`config.mk`:
```
export PLATFORM = sky130hd
export DESIGN_NAME = jbst_tap
export DESIGN_NICKNAME = d
export VERILOG_FILES = /design/src/rtl/jbst_pkg.sv /design/src/rtl/jbst_tap.sv
export SDC_FILE = /design/constraint.sdc
export NUM_CORES = 1
export LEC_CHECK = 0
export BUFFER_PORTS_ARGS = -buffer_cell sky130_fd_sc_hd__buf_2
export CAP_MARGIN = 15
export CORE_ASPECT_RATIO = 1.25
export CORE_UTILIZATION = 51
export DETAILED_ROUTE_END_ITERATION = 10
export PLACE_DENSITY = 0.87
export RECOVER_POWER = 25
export SLEW_MARGIN = 25
export SYNTH_ARGS = -nofsm -noshare
export SYNTH_HDL_FRONTEND = slang
export SYNTH_SLANG_ARGS = --single-unit
```
`constraint.sdc`:
```
create_clock -name pclk -period 2.65 [get_ports pclk]
set_clock_uncertainty 0.15 [all_clocks]
set_input_delay 0.53 -clock pclk [delete_from_list [all_inputs] [get_ports pclk]]
set_output_delay 0.53 -clock pclk [all_outputs]
set_load 0.02 [all_outputs]
```
`src/rtl/jbst_pkg.sv`:
```
/*
  Constants, state codes and carrier types for the boundary-scan test port.
  Assumes a single 100 MHz bus clock; the test clock arrives as a plain pin.
*/
package jbst_pkg;
  // Clock period of pclk in ns
  localparam int          CLK_PERIOD_NS   = 10;
  // Instruction register
  localparam int          IR_W            = 4;
  localparam logic [3:0]  OP_EXTEST       = 4'h0;
  localparam logic [3:0]  OP_IDCODE       = 4'h1;
  localparam logic [3:0]  OP_SAMPLE       = 4'h2;
  localparam logic [3:0]  OP_CHIP_RESET   = 4'hc;  // chip_reset_instruction
  localparam logic [3:0]  OP_BYPASS       = 4'hf;
  localparam logic [3:0]  IR_CAPTURE_VAL  = 4'h1;
  // Identification word layout
  localparam int          ID_W            = 32;
  localparam int          ID_MFR_LSB      = 1;
  localparam int          ID_PART_LSB     = 12;
  localparam int          ID_VER_LSB      = 28;
  // Boundary chain: three cells per pin, then analog interface cells
  localparam int          NUM_PINS        = 8;
  localparam int          NUM_ANALOG      = 2;
  localparam int          CELLS_PER_PIN   = 3;
  localparam int          CELL_DATA       = 0;
  localparam int          CELL_CTRL       = 1;
  localparam int          CELL_PUD        = 2;
  localparam int          BSC_W           = NUM_PINS * CELLS_PER_PIN + NUM_ANALOG;
  // APB map
  localparam logic [11:0] ADDR_CTRL       = 12'h000;
  localparam logic [11:0] ADDR_STATUS     = 12'h004;
  localparam logic [11:0] ADDR_IDCODE     = 12'h008;
  localparam int          CTRL_DIS_BIT    = 0;
  localparam logic        CTRL_DIS_RST    = 1'b0;
  localparam int          ST_IR_LSB       = 0;
  localparam int          ST_ENABLED_BIT  = 4;
  localparam int          ST_RESET_BIT    = 5;
  localparam int          ST_TAPRST_BIT   = 6;
  localparam int          ST_STATE_LSB    = 16;
  // Reset time-out options, times in microseconds
  localparam int          TO_SHORT_US     = 4;
  localparam int          TO_SHORT_CYC    = TO_SHORT_US * 1000 / CLK_PERIOD_NS;
  localparam int          TO_MID_US       = 4100;
  localparam int          TO_LONG_US      = 65000;

  // One-hot test controller states
  typedef enum logic [15:0] {
    TAP_RESET   = 16'h0001,
    TAP_IDLE    = 16'h0002,
    TAP_SEL_DR  = 16'h0004,
    TAP_CAP_DR  = 16'h0008,
    TAP_SH_DR   = 16'h0010,
    TAP_EX1_DR  = 16'h0020,
    TAP_PA_DR   = 16'h0040,
    TAP_EX2_DR  = 16'h0080,
    TAP_UPD_DR  = 16'h0100,
    TAP_SEL_IR  = 16'h0200,
    TAP_CAP_IR  = 16'h0400,
    TAP_SH_IR   = 16'h0800,
    TAP_EX1_IR  = 16'h1000,
    TAP_PA_IR   = 16'h2000,
    TAP_EX2_IR  = 16'h4000,
    TAP_UPD_IR  = 16'h8000
  } jbst_tap_state_t;

  // Data path selected by the instruction
  typedef enum logic [1:0] {
    SEL_BSC    = 2'h0,
    SEL_ID     = 2'h1,
    SEL_RST    = 2'h2,
    SEL_BYPASS = 2'h3
  } jbst_sel_t;

  // Test port input pins
  typedef struct packed {
    logic tck;
    logic tms;
    logic tdi;
  } jbst_jtag_in_t;

  // Port pin group, one bit per pin
  typedef struct packed {
    logic [NUM_PINS-1:0] data;
    logic [NUM_PINS-1:0] oe;
    logic [NUM_PINS-1:0] pud;
  } jbst_pins_t;
endpackage

```
`src/rtl/jbst_tap.sv`:
```
/*
  Boundary-scan test access port with instruction register, bypass,
  identification, chip reset and boundary chain data registers, plus an
  APB slave for the disable bit and status.
  Assumes TCK, TMS, TDI and the pad inputs are asynchronous to pclk and
  TCK is well below pclk/4; the fuse inputs are static levels.
*/
`timescale 1ns/1ps
module jbst_tap
  import jbst_pkg::*;
#(
  parameter logic [3:0]  ID_VERSION = 4'h0,      // silicon revision, 0 = first
  parameter logic [15:0] ID_PART    = 16'h5a5a,  // arbitrary value
  parameter logic [10:0] ID_MFR     = 11'h155,   // arbitrary value
  parameter int          TO_MID_CYC  = TO_MID_US * (1000 / CLK_PERIOD_NS),
  parameter int          TO_LONG_CYC = TO_LONG_US * (1000 / CLK_PERIOD_NS)
) (
  input  wire logic                pclk,
  input  wire logic                presetn,
  input  wire logic                psel,
  input  wire logic                penable,
  input  wire logic                pwrite,
  input  wire logic [11:0]         paddr,
  input  wire logic [31:0]         pwdata,
  output logic      [31:0]         prdata,
  output logic                     pready,
  output logic                     pslverr,
  input  wire jbst_jtag_in_t       jtag_in,
  output logic                     tdo,
  output logic                     tdo_oe,
  input  wire logic                tap_enable_fuse,
  input  wire logic [1:0]          clock_option_fuse,
  input  wire jbst_pins_t          core_pins,
  input  wire logic [NUM_PINS-1:0] pin_in,
  input  wire logic [NUM_ANALOG-1:0] analog_if,
  output jbst_pins_t               pad_pins,
  output logic                     core_reset
);

  localparam logic [ID_W-1:0] ID_VALUE = {ID_VERSION, ID_PART, ID_MFR, 1'b1};

  // Instruction to data path decode
  function automatic jbst_sel_t dr_sel(input logic [IR_W-1:0] op);
    case (op)
      OP_EXTEST, OP_SAMPLE: dr_sel = SEL_BSC;
      OP_IDCODE:            dr_sel = SEL_ID;
      OP_CHIP_RESET:        dr_sel = SEL_RST;
      default:              dr_sel = SEL_BYPASS;
    endcase
  endfunction

  // Controller next state for one TCK rising edge
  function automatic jbst_tap_state_t tap_next(input jbst_tap_state_t s, input logic tms);
    case (s)
      TAP_RESET:  tap_next = tms ? TAP_RESET  : TAP_IDLE;
      TAP_IDLE:   tap_next = tms ? TAP_SEL_DR : TAP_IDLE;
      TAP_SEL_DR: tap_next = tms ? TAP_SEL_IR : TAP_CAP_DR;
      TAP_CAP_DR: tap_next = tms ? TAP_EX1_DR : TAP_SH_DR;
      TAP_SH_DR:  tap_next = tms ? TAP_EX1_DR : TAP_SH_DR;
      TAP_EX1_DR: tap_next = tms ? TAP_UPD_DR : TAP_PA_DR;
      TAP_PA_DR:  tap_next = tms ? TAP_EX2_DR : TAP_PA_DR;
      TAP_EX2_DR: tap_next = tms ? TAP_UPD_DR : TAP_SH_DR;
      TAP_UPD_DR: tap_next = tms ? TAP_SEL_DR : TAP_IDLE;
      TAP_SEL_IR: tap_next = tms ? TAP_RESET  : TAP_CAP_IR;
      TAP_CAP_IR: tap_next = tms ? TAP_EX1_IR : TAP_SH_IR;
      TAP_SH_IR:  tap_next = tms ? TAP_EX1_IR : TAP_SH_IR;
      TAP_EX1_IR: tap_next = tms ? TAP_UPD_IR : TAP_PA_IR;
      TAP_PA_IR:  tap_next = tms ? TAP_EX2_IR : TAP_PA_IR;
      TAP_EX2_IR: tap_next = tms ? TAP_UPD_IR : TAP_SH_IR;
      TAP_UPD_IR: tap_next = tms ? TAP_SEL_DR : TAP_IDLE;
      default:    tap_next = TAP_RESET;
    endcase
  endfunction

  // Synchronisers for test pins and pads
  jbst_jtag_in_t       jtag_s1;
  jbst_jtag_in_t       jtag_s2;
  logic                tck_prev;
  logic [NUM_PINS-1:0] pin_s1;
  logic [NUM_PINS-1:0] pin_s2;
  logic [NUM_ANALOG-1:0] ana_s1;
  logic [NUM_ANALOG-1:0] ana_s2;
  logic                tck_rise;
  logic                tck_fall;

  // Test controller group
  jbst_tap_state_t     state;
  jbst_tap_state_t     next_state;
  logic [IR_W-1:0]     ir;
  logic [IR_W-1:0]     next_ir;
  logic [IR_W-1:0]     ir_shift;
  logic [IR_W-1:0]     next_ir_shift;
  logic [ID_W-1:0]     id_shift;
  logic [ID_W-1:0]     next_id_shift;
  logic                bypass;
  logic                next_bypass;
  logic                reset_dr;
  logic                next_reset_dr;
  logic [BSC_W-1:0]    bsc_shift;
  logic [BSC_W-1:0]    next_bsc_shift;
  logic [BSC_W-1:0]    bsc_upd;
  logic [BSC_W-1:0]    next_bsc_upd;
  logic                next_tdo;
  logic                next_tdo_oe;
  logic [BSC_W-1:0]    bsc_capture;
  jbst_sel_t           sel;
  logic                tap_en;
  logic                scan_mode;
  logic                extest_on;

  // Reset time-out group
  logic [31:0]         rst_cnt;
  logic [31:0]         next_rst_cnt;
  logic [31:0]         rst_load;

  // APB register group
  logic                tap_disable_bit;
  logic                next_tap_disable_bit;
  logic                tap_reset_flag;
  logic                next_tap_reset_flag;
  logic [31:0]         next_prdata;
  logic                addr_hit;
  logic                wr_en;

  // Pad drive group
  jbst_pins_t          pad_q;
  jbst_pins_t          next_pad;

  // Two-stage synchronisers; the first stage feeds only the second
  always_ff @(posedge pclk or negedge presetn) begin
    if (!presetn) begin
      jtag_s1  <= '0;
      jtag_s2  <= '0;
      tck_prev <= 1'b0;
      pin_s1   <= '0;
      pin_s2   <= '0;
      ana_s1   <= '0;
      ana_s2   <= '0;
    end else begin
      jtag_s1  <= jtag_in;
      jtag_s2  <= jtag_s1;
      tck_prev <= jtag_s2.tck;
      pin_s1   <= pin_in;
      pin_s2   <= pin_s1;
      ana_s1   <= analog_if;
      ana_s2   <= ana_s1;
    end
  end

  // TCK edges found on the bus clock; core clock never involved
  assign tck_rise  = jtag_s2.tck & ~tck_prev;
  assign tck_fall  = ~jtag_s2.tck & tck_prev;
  assign tap_en    = tap_enable_fuse & ~tap_disable_bit;
  assign sel       = dr_sel(ir);
  assign extest_on = tap_en & (ir == OP_EXTEST);
  assign scan_mode = tap_en & ((ir == OP_EXTEST) | (ir == OP_SAMPLE));

  // Capture vector: pin input, core control, core pull-up, then analog
  generate
    for (genvar i = 0; i < NUM_PINS; i++) begin : g_cap
      assign bsc_capture[i*CELLS_PER_PIN + CELL_DATA] = pin_s2[i];
      assign bsc_capture[i*CELLS_PER_PIN + CELL_CTRL] = core_pins.oe[i];
      assign bsc_capture[i*CELLS_PER_PIN + CELL_PUD]  = core_pins.pud[i];
    end
  endgenerate
  assign bsc_capture[BSC_W-1 -: NUM_ANALOG] = ana_s2;

  // Test controller, instruction and data registers
  always_comb begin
    next_state     = state;
    next_ir        = ir;
    next_ir_shift  = ir_shift;
    next_id_shift  = id_shift;
    next_bypass    = bypass;
    next_reset_dr  = reset_dr;
    next_bsc_shift = bsc_shift;
    next_bsc_upd   = bsc_upd;
    next_tdo       = tdo;
    next_tdo_oe    = tdo_oe;
    if (!tap_en) begin
      next_state  = TAP_RESET;
      next_ir     = OP_IDCODE;
      next_tdo_oe = 1'b0;
    end else begin
      if (tck_rise) begin
        next_state = tap_next(state, jtag_s2.tms);
        case (state)
          TAP_RESET: begin
            next_ir = OP_IDCODE;
          end
          TAP_CAP_IR: begin
            next_ir_shift = IR_CAPTURE_VAL;
          end
          TAP_SH_IR: begin
            next_ir_shift = {jtag_s2.tdi, ir_shift[IR_W-1:1]};
          end
          TAP_UPD_IR: begin
            next_ir = ir_shift;
          end
          TAP_CAP_DR: begin
            case (sel)
              SEL_BSC:    next_bsc_shift = bsc_capture;
              SEL_ID:     next_id_shift  = ID_VALUE;
              SEL_BYPASS: next_bypass    = 1'b0;
              default:    next_reset_dr  = reset_dr;
            endcase
          end
          TAP_SH_DR: begin
            case (sel)
              SEL_BSC:    next_bsc_shift = {jtag_s2.tdi, bsc_shift[BSC_W-1:1]};
              SEL_ID:     next_id_shift  = {jtag_s2.tdi, id_shift[ID_W-1:1]};
              SEL_BYPASS: next_bypass    = jtag_s2.tdi;
              default:    next_reset_dr  = jtag_s2.tdi;
            endcase
          end
          TAP_UPD_DR: begin
            if (sel == SEL_BSC) begin
              next_bsc_upd = bsc_shift;
            end
          end
          default: begin
            next_ir = ir;
          end
        endcase
      end
      // TDO changes on the falling edge, driven only while shifting
      if (tck_fall) begin
        next_tdo_oe = (state == TAP_SH_IR) | (state == TAP_SH_DR);
        if (state == TAP_SH_IR) begin
          next_tdo = ir_shift[0];
        end else begin
          case (sel)
            SEL_BSC:    next_tdo = bsc_shift[0];
            SEL_ID:     next_tdo = id_shift[0];
            SEL_BYPASS: next_tdo = bypass;
            default:    next_tdo = reset_dr;
          endcase
        end
      end
    end
  end

  always_ff @(posedge pclk or negedge presetn) begin
    if (!presetn) begin
      state     <= TAP_RESET;
      ir        <= OP_IDCODE;
      ir_shift  <= '0;
      id_shift  <= '0;
      bypass    <= 1'b0;
      reset_dr  <= 1'b0;
      bsc_shift <= '0;
      bsc_upd   <= '0;
      tdo       <= 1'b0;
      tdo_oe    <= 1'b0;
    end else begin
      state     <= next_state;
      ir        <= next_ir;
      ir_shift  <= next_ir_shift;
      id_shift  <= next_id_shift;
      bypass    <= next_bypass;
      reset_dr  <= next_reset_dr;
      bsc_shift <= next_bsc_shift;
      bsc_upd   <= next_bsc_upd;
      tdo       <= next_tdo;
      tdo_oe    <= next_tdo_oe;
    end
  end

  // Reset time-out reloads while the reset bit is one
  always_comb begin
    case (clock_option_fuse)
      2'h0:    rst_load = 32'h0;
      2'h1:    rst_load = 32'(TO_SHORT_CYC);
      2'h2:    rst_load = 32'(TO_MID_CYC);
      default: rst_load = 32'(TO_LONG_CYC);
    endcase
    if (reset_dr) begin
      next_rst_cnt = rst_load;
    end else if (rst_cnt != 32'h0) begin
      next_rst_cnt = rst_cnt - 32'h1;
    end else begin
      next_rst_cnt = rst_cnt;
    end
  end

  always_ff @(posedge pclk or negedge presetn) begin
    if (!presetn) begin
      rst_cnt <= 32'h0;
    end else begin
      rst_cnt <= next_rst_cnt;
    end
  end

  // Unlatched: reset follows the bit itself, then the time-out
  assign core_reset = reset_dr | (rst_cnt != 32'h0);

  // Pad drive: chain latches set data and enable under EXTEST, pull-ups off under EXTEST and SAMPLE, otherwise core values
  always_comb begin
    next_pad = core_pins;
    for (int i = 0; i < NUM_PINS; i++) begin
      if (extest_on) begin
        next_pad.data[i] = bsc_upd[i*CELLS_PER_PIN + CELL_DATA];
        next_pad.oe[i]   = bsc_upd[i*CELLS_PER_PIN + CELL_CTRL];
        next_pad.pud[i]  = 1'b1;
      end else if (scan_mode) begin
        next_pad.pud[i]  = 1'b1;
      end else begin
        next_pad.pud[i]  = core_pins.pud[i];
      end
    end
  end

  always_ff @(posedge pclk or negedge presetn) begin
    if (!presetn) begin
      pad_q <= '0;
    end else begin
      pad_q <= next_pad;
    end
  end

  // Reset floats the pads at once unless EXTEST owns them
  always_comb begin
    pad_pins      = pad_q;
    pad_pins.oe   = (core_reset & ~extest_on) ? '0 : pad_q.oe;
  end

  // APB slave, zero wait states
  assign pready   = 1'b1;
  assign addr_hit = (paddr == ADDR_CTRL) | (paddr == ADDR_STATUS) | (paddr == ADDR_IDCODE);
  assign pslverr  = psel & penable & ~addr_hit;
  assign wr_en    = psel & penable & pwrite;

  // Register writes, read data staged in the setup cycle
  always_comb begin
    next_tap_disable_bit = tap_disable_bit;
    next_tap_reset_flag  = tap_reset_flag;
    next_prdata          = prdata;
    if (wr_en && paddr == ADDR_CTRL) begin
      next_tap_disable_bit = pwdata[CTRL_DIS_BIT];
    end
    if (wr_en && paddr == ADDR_STATUS && pwdata[ST_TAPRST_BIT]) begin
      next_tap_reset_flag = 1'b0;
    end
    if (reset_dr) begin
      next_tap_reset_flag = 1'b1;  // Set wins over clear
    end
    if (psel && !penable) begin
      next_prdata = 32'h0;
      case (paddr)
        ADDR_CTRL: begin
          next_prdata[CTRL_DIS_BIT] = tap_disable_bit;
        end
        ADDR_STATUS: begin
          next_prdata[ST_IR_LSB +: IR_W] = ir;
          next_prdata[ST_ENABLED_BIT]    = tap_en;
          next_prdata[ST_RESET_BIT]      = core_reset;
          next_prdata[ST_TAPRST_BIT]     = tap_reset_flag;
          next_prdata[ST_STATE_LSB +: 16] = state;
        end
        ADDR_IDCODE: begin
          next_prdata = ID_VALUE;
        end
        default: begin
          next_prdata = 32'h0;
        end
      endcase
    end
  end

  always_ff @(posedge pclk or negedge presetn) begin
    if (!presetn) begin
      tap_disable_bit <= CTRL_DIS_RST;
      tap_reset_flag  <= 1'b0;
      prdata          <= 32'h0;
    end else begin
      tap_disable_bit <= next_tap_disable_bit;
      tap_reset_flag  <= next_tap_reset_flag;
      prdata          <= next_prdata;
    end
  end

endmodule

```
==> results.py <==
metrics = {
    "critical_path": {
        "critical_path_required_ps": 1970,
        "path_class": "reg2out",
        "cp_top_family": "simple AND/OR/NAND/NOR gates",
        "cp-start-kind": "register",
        "r2r_slack_ps": 130,
        "cp_max_fo": 8,
        "cp_cell_sequence": "inv_2 -> ha_4 -> nor4b_4 -> nand3_2 -> or3_4 -> nor2_4 -> nor2_4 -> nor2b_4 -> buf_6",
        "worstPathArrival_ps": 2470,
        "worst_path_most_repeated_cell": "nor2_4",
        "cp-end-kind": "primary output",
        "ff2ff_path_depth": 9,
        "r2r_end": "rst_cnt[30]",
        "crit_slowest_cell": "or3_4",
        "crit_buf_inv": 2,
        "reg2reg_from": "rst_cnt[1]",
        "critPathMaxStageDelay_ps": 440,
    },
    "clock_tree": {
        "worstSkewPairLatency_ps": 490,
        "cts_made_buffers": 21,
        "cts_tree": "done",
        "clock_sinks": 211,
        "clockBufferDepth": 3,
        "cts_max_level": 1,
        "path_clk_slew_ps": 60,
        "root_buffer": "clkbuf_16",
    },
    "cells_and_area": {
        "fin_cells": 1221,
        "num-fill-cells": 1260,
        "area_delta_synth_final_pct": 21.81,
        "drive_gt1_share_pct": 28.92,
        "fin_nets": 1076,
    },
    "timing": {
        "finalCritPeriodShare_pct": 118.9,
        "finalSetupViolCount": 9,
        "fin_crit_ps": 3151,
        "slew_viol_final": 0,
        "tightest_slew_ps": 1167,
        "achievable-frequency_mhz": 317.3,
        "rsz0062_at_grt": "yes",
        "slew_headroom_pct": 22.21,
        "hold_ws_ps": 92.65,
        "fin_ws_ps": -501.4,
        "finalHoldViolCount": 0,
    },
    "route": {
        "drt-initial-drc-count": 456,
        "post_drt_wl_per_cell_um": 17.18,
        "wl_mm": 20.97,
        "first_pass_iters": 5,
        "route.detailed.vias_per_inst": 5.622,
        "drc_errors": 0,
        "drtAntennaViolNets": 0,
        "num_vias": 6865,
    },
    "placement": {
        "place_hpwl_mm": 14.01,
        "numPortBuffers": 113,
        "place_congestion": 0.8630,
        "dpl.cell_count": 1166,
    },
    "floorplan": {
        "std_cell_rows": 54,
        "die_w_um": 122.6,
        "num_io_pins": 150,
        "fp.coreArea_mm2": 0.01763,
        "start_util_pct": 52.58,
        "dieArea_mm2": 0.01873,
        "die_h_um": 152.7,
    },
    "global_route": {
        "grt_pass1_wl_mm": 33.96,
        "grt_max_degree": 74,
        "antenna_found_initial": 1,
        "gr-total-overflow": 0,
        "grt_pass1_vias": 6985,
        "grt_usage_pct": 22.85,
    },
    "power": {
        "pwr_density_cell_mw_per_mm2": 590.3,
        "vdd_ir_drop_max_mv": 0.3986,
        "power_uw": 6666,
        "p_leak_uw": 0.005416,
    },
    "synthesis": {
        "syn_area_mm2": 0.009271,
        "synth.avg_cell_area_um2": 11.06,
        "yosysSeqAreaShare_pct": 56.98,
        "yosysTopAreaCell": "dfrtp_1",
        "synth_top_area_share_pct": 56.41,
        "ys_top_cells_by_area": "dfrtp_1 56%, mux2_2 4.1%, o21ai_0 3.8%, nand2_1 3.2%, a22o_1 3.2%",
        "synth_edf_count": 0,
        "synth-seq-cells": 211,
        "yosysWarnings": 0,
        "synth_cell_types": 58,
        "async_reset_ff_share_pct": 100.0,
        "synthCells": 838,
        "ys.flop_type": "dfrtp_1",
    },
    "min_path": {
        "hold_depth": 2,
        "hp-class": "in2reg",
        "min_to": "pad_pins[0]",
        "hold_start": "core_pins[0]",
    },
    "run_status": {
        "status": "complete, but fails checks",
        "violations": "negative setup slack",
    },
    "job": {
        "cap_violations": 0,
    },
}
==> worst reg2reg max path, cell delays in order (launching register included) <==
cell	delay, ps
dfrtp_1	390
inv_2	90
buf_4	120
ha_1	160
or3b_2	540
nor3_2	170
o21ai_1	180
nor3_1	350
xnor2_1	180
nor2_1	60
==> logic make-up after synthesis <==
family | after synthesis | synth area share [%]
and+or+nand+nor | 279 | 15.72
xor gates and xnor gates | 35 | 3.306
AOI/OAI and AO/OA | 161 | 11.43
muxes | 62 | 7.153
buffers and inverters | 83 | 4.656
other | 2 | 0.08100
DFF | 211 | 56.98
adders and majority gates | 5 | 0.6748
==> cell usage in the layout, fill, tap and decap left out, drive strengths merged, types with 6 or more instances in the layout <==
| cell type | Yosys | final |
|---|---|---|
| a21oi | 17 | 17 |
| a22o | 34 | 34 |
| buf | 38 | 172 |
| clkbuf | 33 | 33 |
| conb | 2 | 6 |
| dfrtp | 209 | 209 |
| dlygate4sd3 | 0 | 14 |
| inv | 12 | 13 |
| mux2 | 34 | 34 |
| mux2i | 28 | 28 |
| nand2 | 80 | 80 |
| nand3 | 18 | 18 |
| nand4 | 6 | 6 |
| nor2 | 66 | 66 |
| nor2b | 15 | 15 |
| nor3 | 19 | 19 |
| nor4 | 24 | 24 |
| nor4b | 7 | 7 |
| o21ai | 71 | 71 |
| o22a | 15 | 15 |
| or2 | 13 | 13 |
| or3 | 6 | 6 |
| or4 | 10 | 10 |
| xnor2 | 23 | 23 |
| xor2 | 12 | 12 |
==> synthesized netlist by cell type (3+ instances only) <==
cell,instances
or3_1,6
or4_1,9
nand3_1,18
buf_2,9
nor3_1,17
a21oi_1,17
a22o_1,34
nand4_1,5
or2_2,12
nand2_1,80
o31ai_1,3
buf_4,25
dfrtp_1,209
a22oi_1,4
mux2_2,34
inv_1,12
o21ai_0,70
nor2_1,66
nand2b_1,5
ha_1,5
nor4_2,4
nor4_1,18
o22a_1,15
mux2i_1,28
xor2_1,12
and3_1,3
xnor2_1,23
clkbuf_1,33
nor4b_1,7
nor2b_1,15
==> registers in the layout, indices dropped and copies added, names as in the netlist, 16 cells and up <==
| signal | flops |
|---|---|
| state | 16 |
| bsc_upd | 16 |
| pad_pins | 16 |
| prdata | 24 |
| bsc_shift | 26 |
| rst_cnt | 32 |
| id_shift | 32 |
==> metrics by stage <==
step	setup WS (ps)	setup TNS, ps	area [um^2]	util (%)
after CTS	-426.7	-3716	11250	63.77
after global placement	36.06	0	10330	58.56
final	-501.4	-4122	11290	64.04
after floorplan	6.859	0	9390	-
after global routing	-580.1	-4774	11290	64.04
after detailed placement	-34.60	-132.8	10330	58.56
==> power by group <==
part / switching, uW / internal [uW] / leakage [uW]
combinational: 180 / 114 / 0.00235
sequential: 22.0 / 3260 / 0.00271
clock: 1190 / 1890 / 0.000355
==> routing by layer <==
metal / vias to the layer above / global-route usage, % / share of wire [%]
met4: 0 / 9.524 / 3.4
li1: 3213 / - / -
met5: - / 0 / 0
met1: 3380 / 28.15 / 40
met3: 55 / 2.882 / 4.5
met2: 217 / 39.86 / 52
==> worst max-delay path by stage <==
stage,from,endpoint,slack (ps),cells past startpoint
after floorplan,rst_cnt[0],pad_pins[10],7,9
after global placement,rst_cnt[0],pad_pins[10],40,9
after detailed placement,rst_cnt[0],pad_pins[10],-30,9
after CTS,rst_cnt[0],pad_pins[10],-430,9
after global routing,rst_cnt[1],pad_pins[10],-580,9
final,rst_cnt[1],pad_pins[10],-500,9
==> cell type report <==
class                           count  area (um^2)  area share [%]
Sequential cell                   211         5284           46.79
Clock inverter                      6        108.9          0.9639
Inverter                           12        45.04          0.3988
Tap cell                          224        280.3           2.482
Timing Repair Buffer              188         1219           10.79
Antenna cell                        1        2.502         0.02216
Clock buffer                       31        613.1           5.429
Multi-Input combinational cell    548         3741           33.13
==> repair_timing <==
| item | CTS | global route |
|---|---|---|
| hold buffers | 12 | 2 |
| gates resized for setup | 20 | 8 |
| hold endpoints to repair | 28 | 2 |
| setup endpoints to repair | 10 | 9 |
| setup buffers | 1 | 2 |
| pin swaps | 2 | 7 |
No activity file was read; power rests on OpenSTA's default activity.
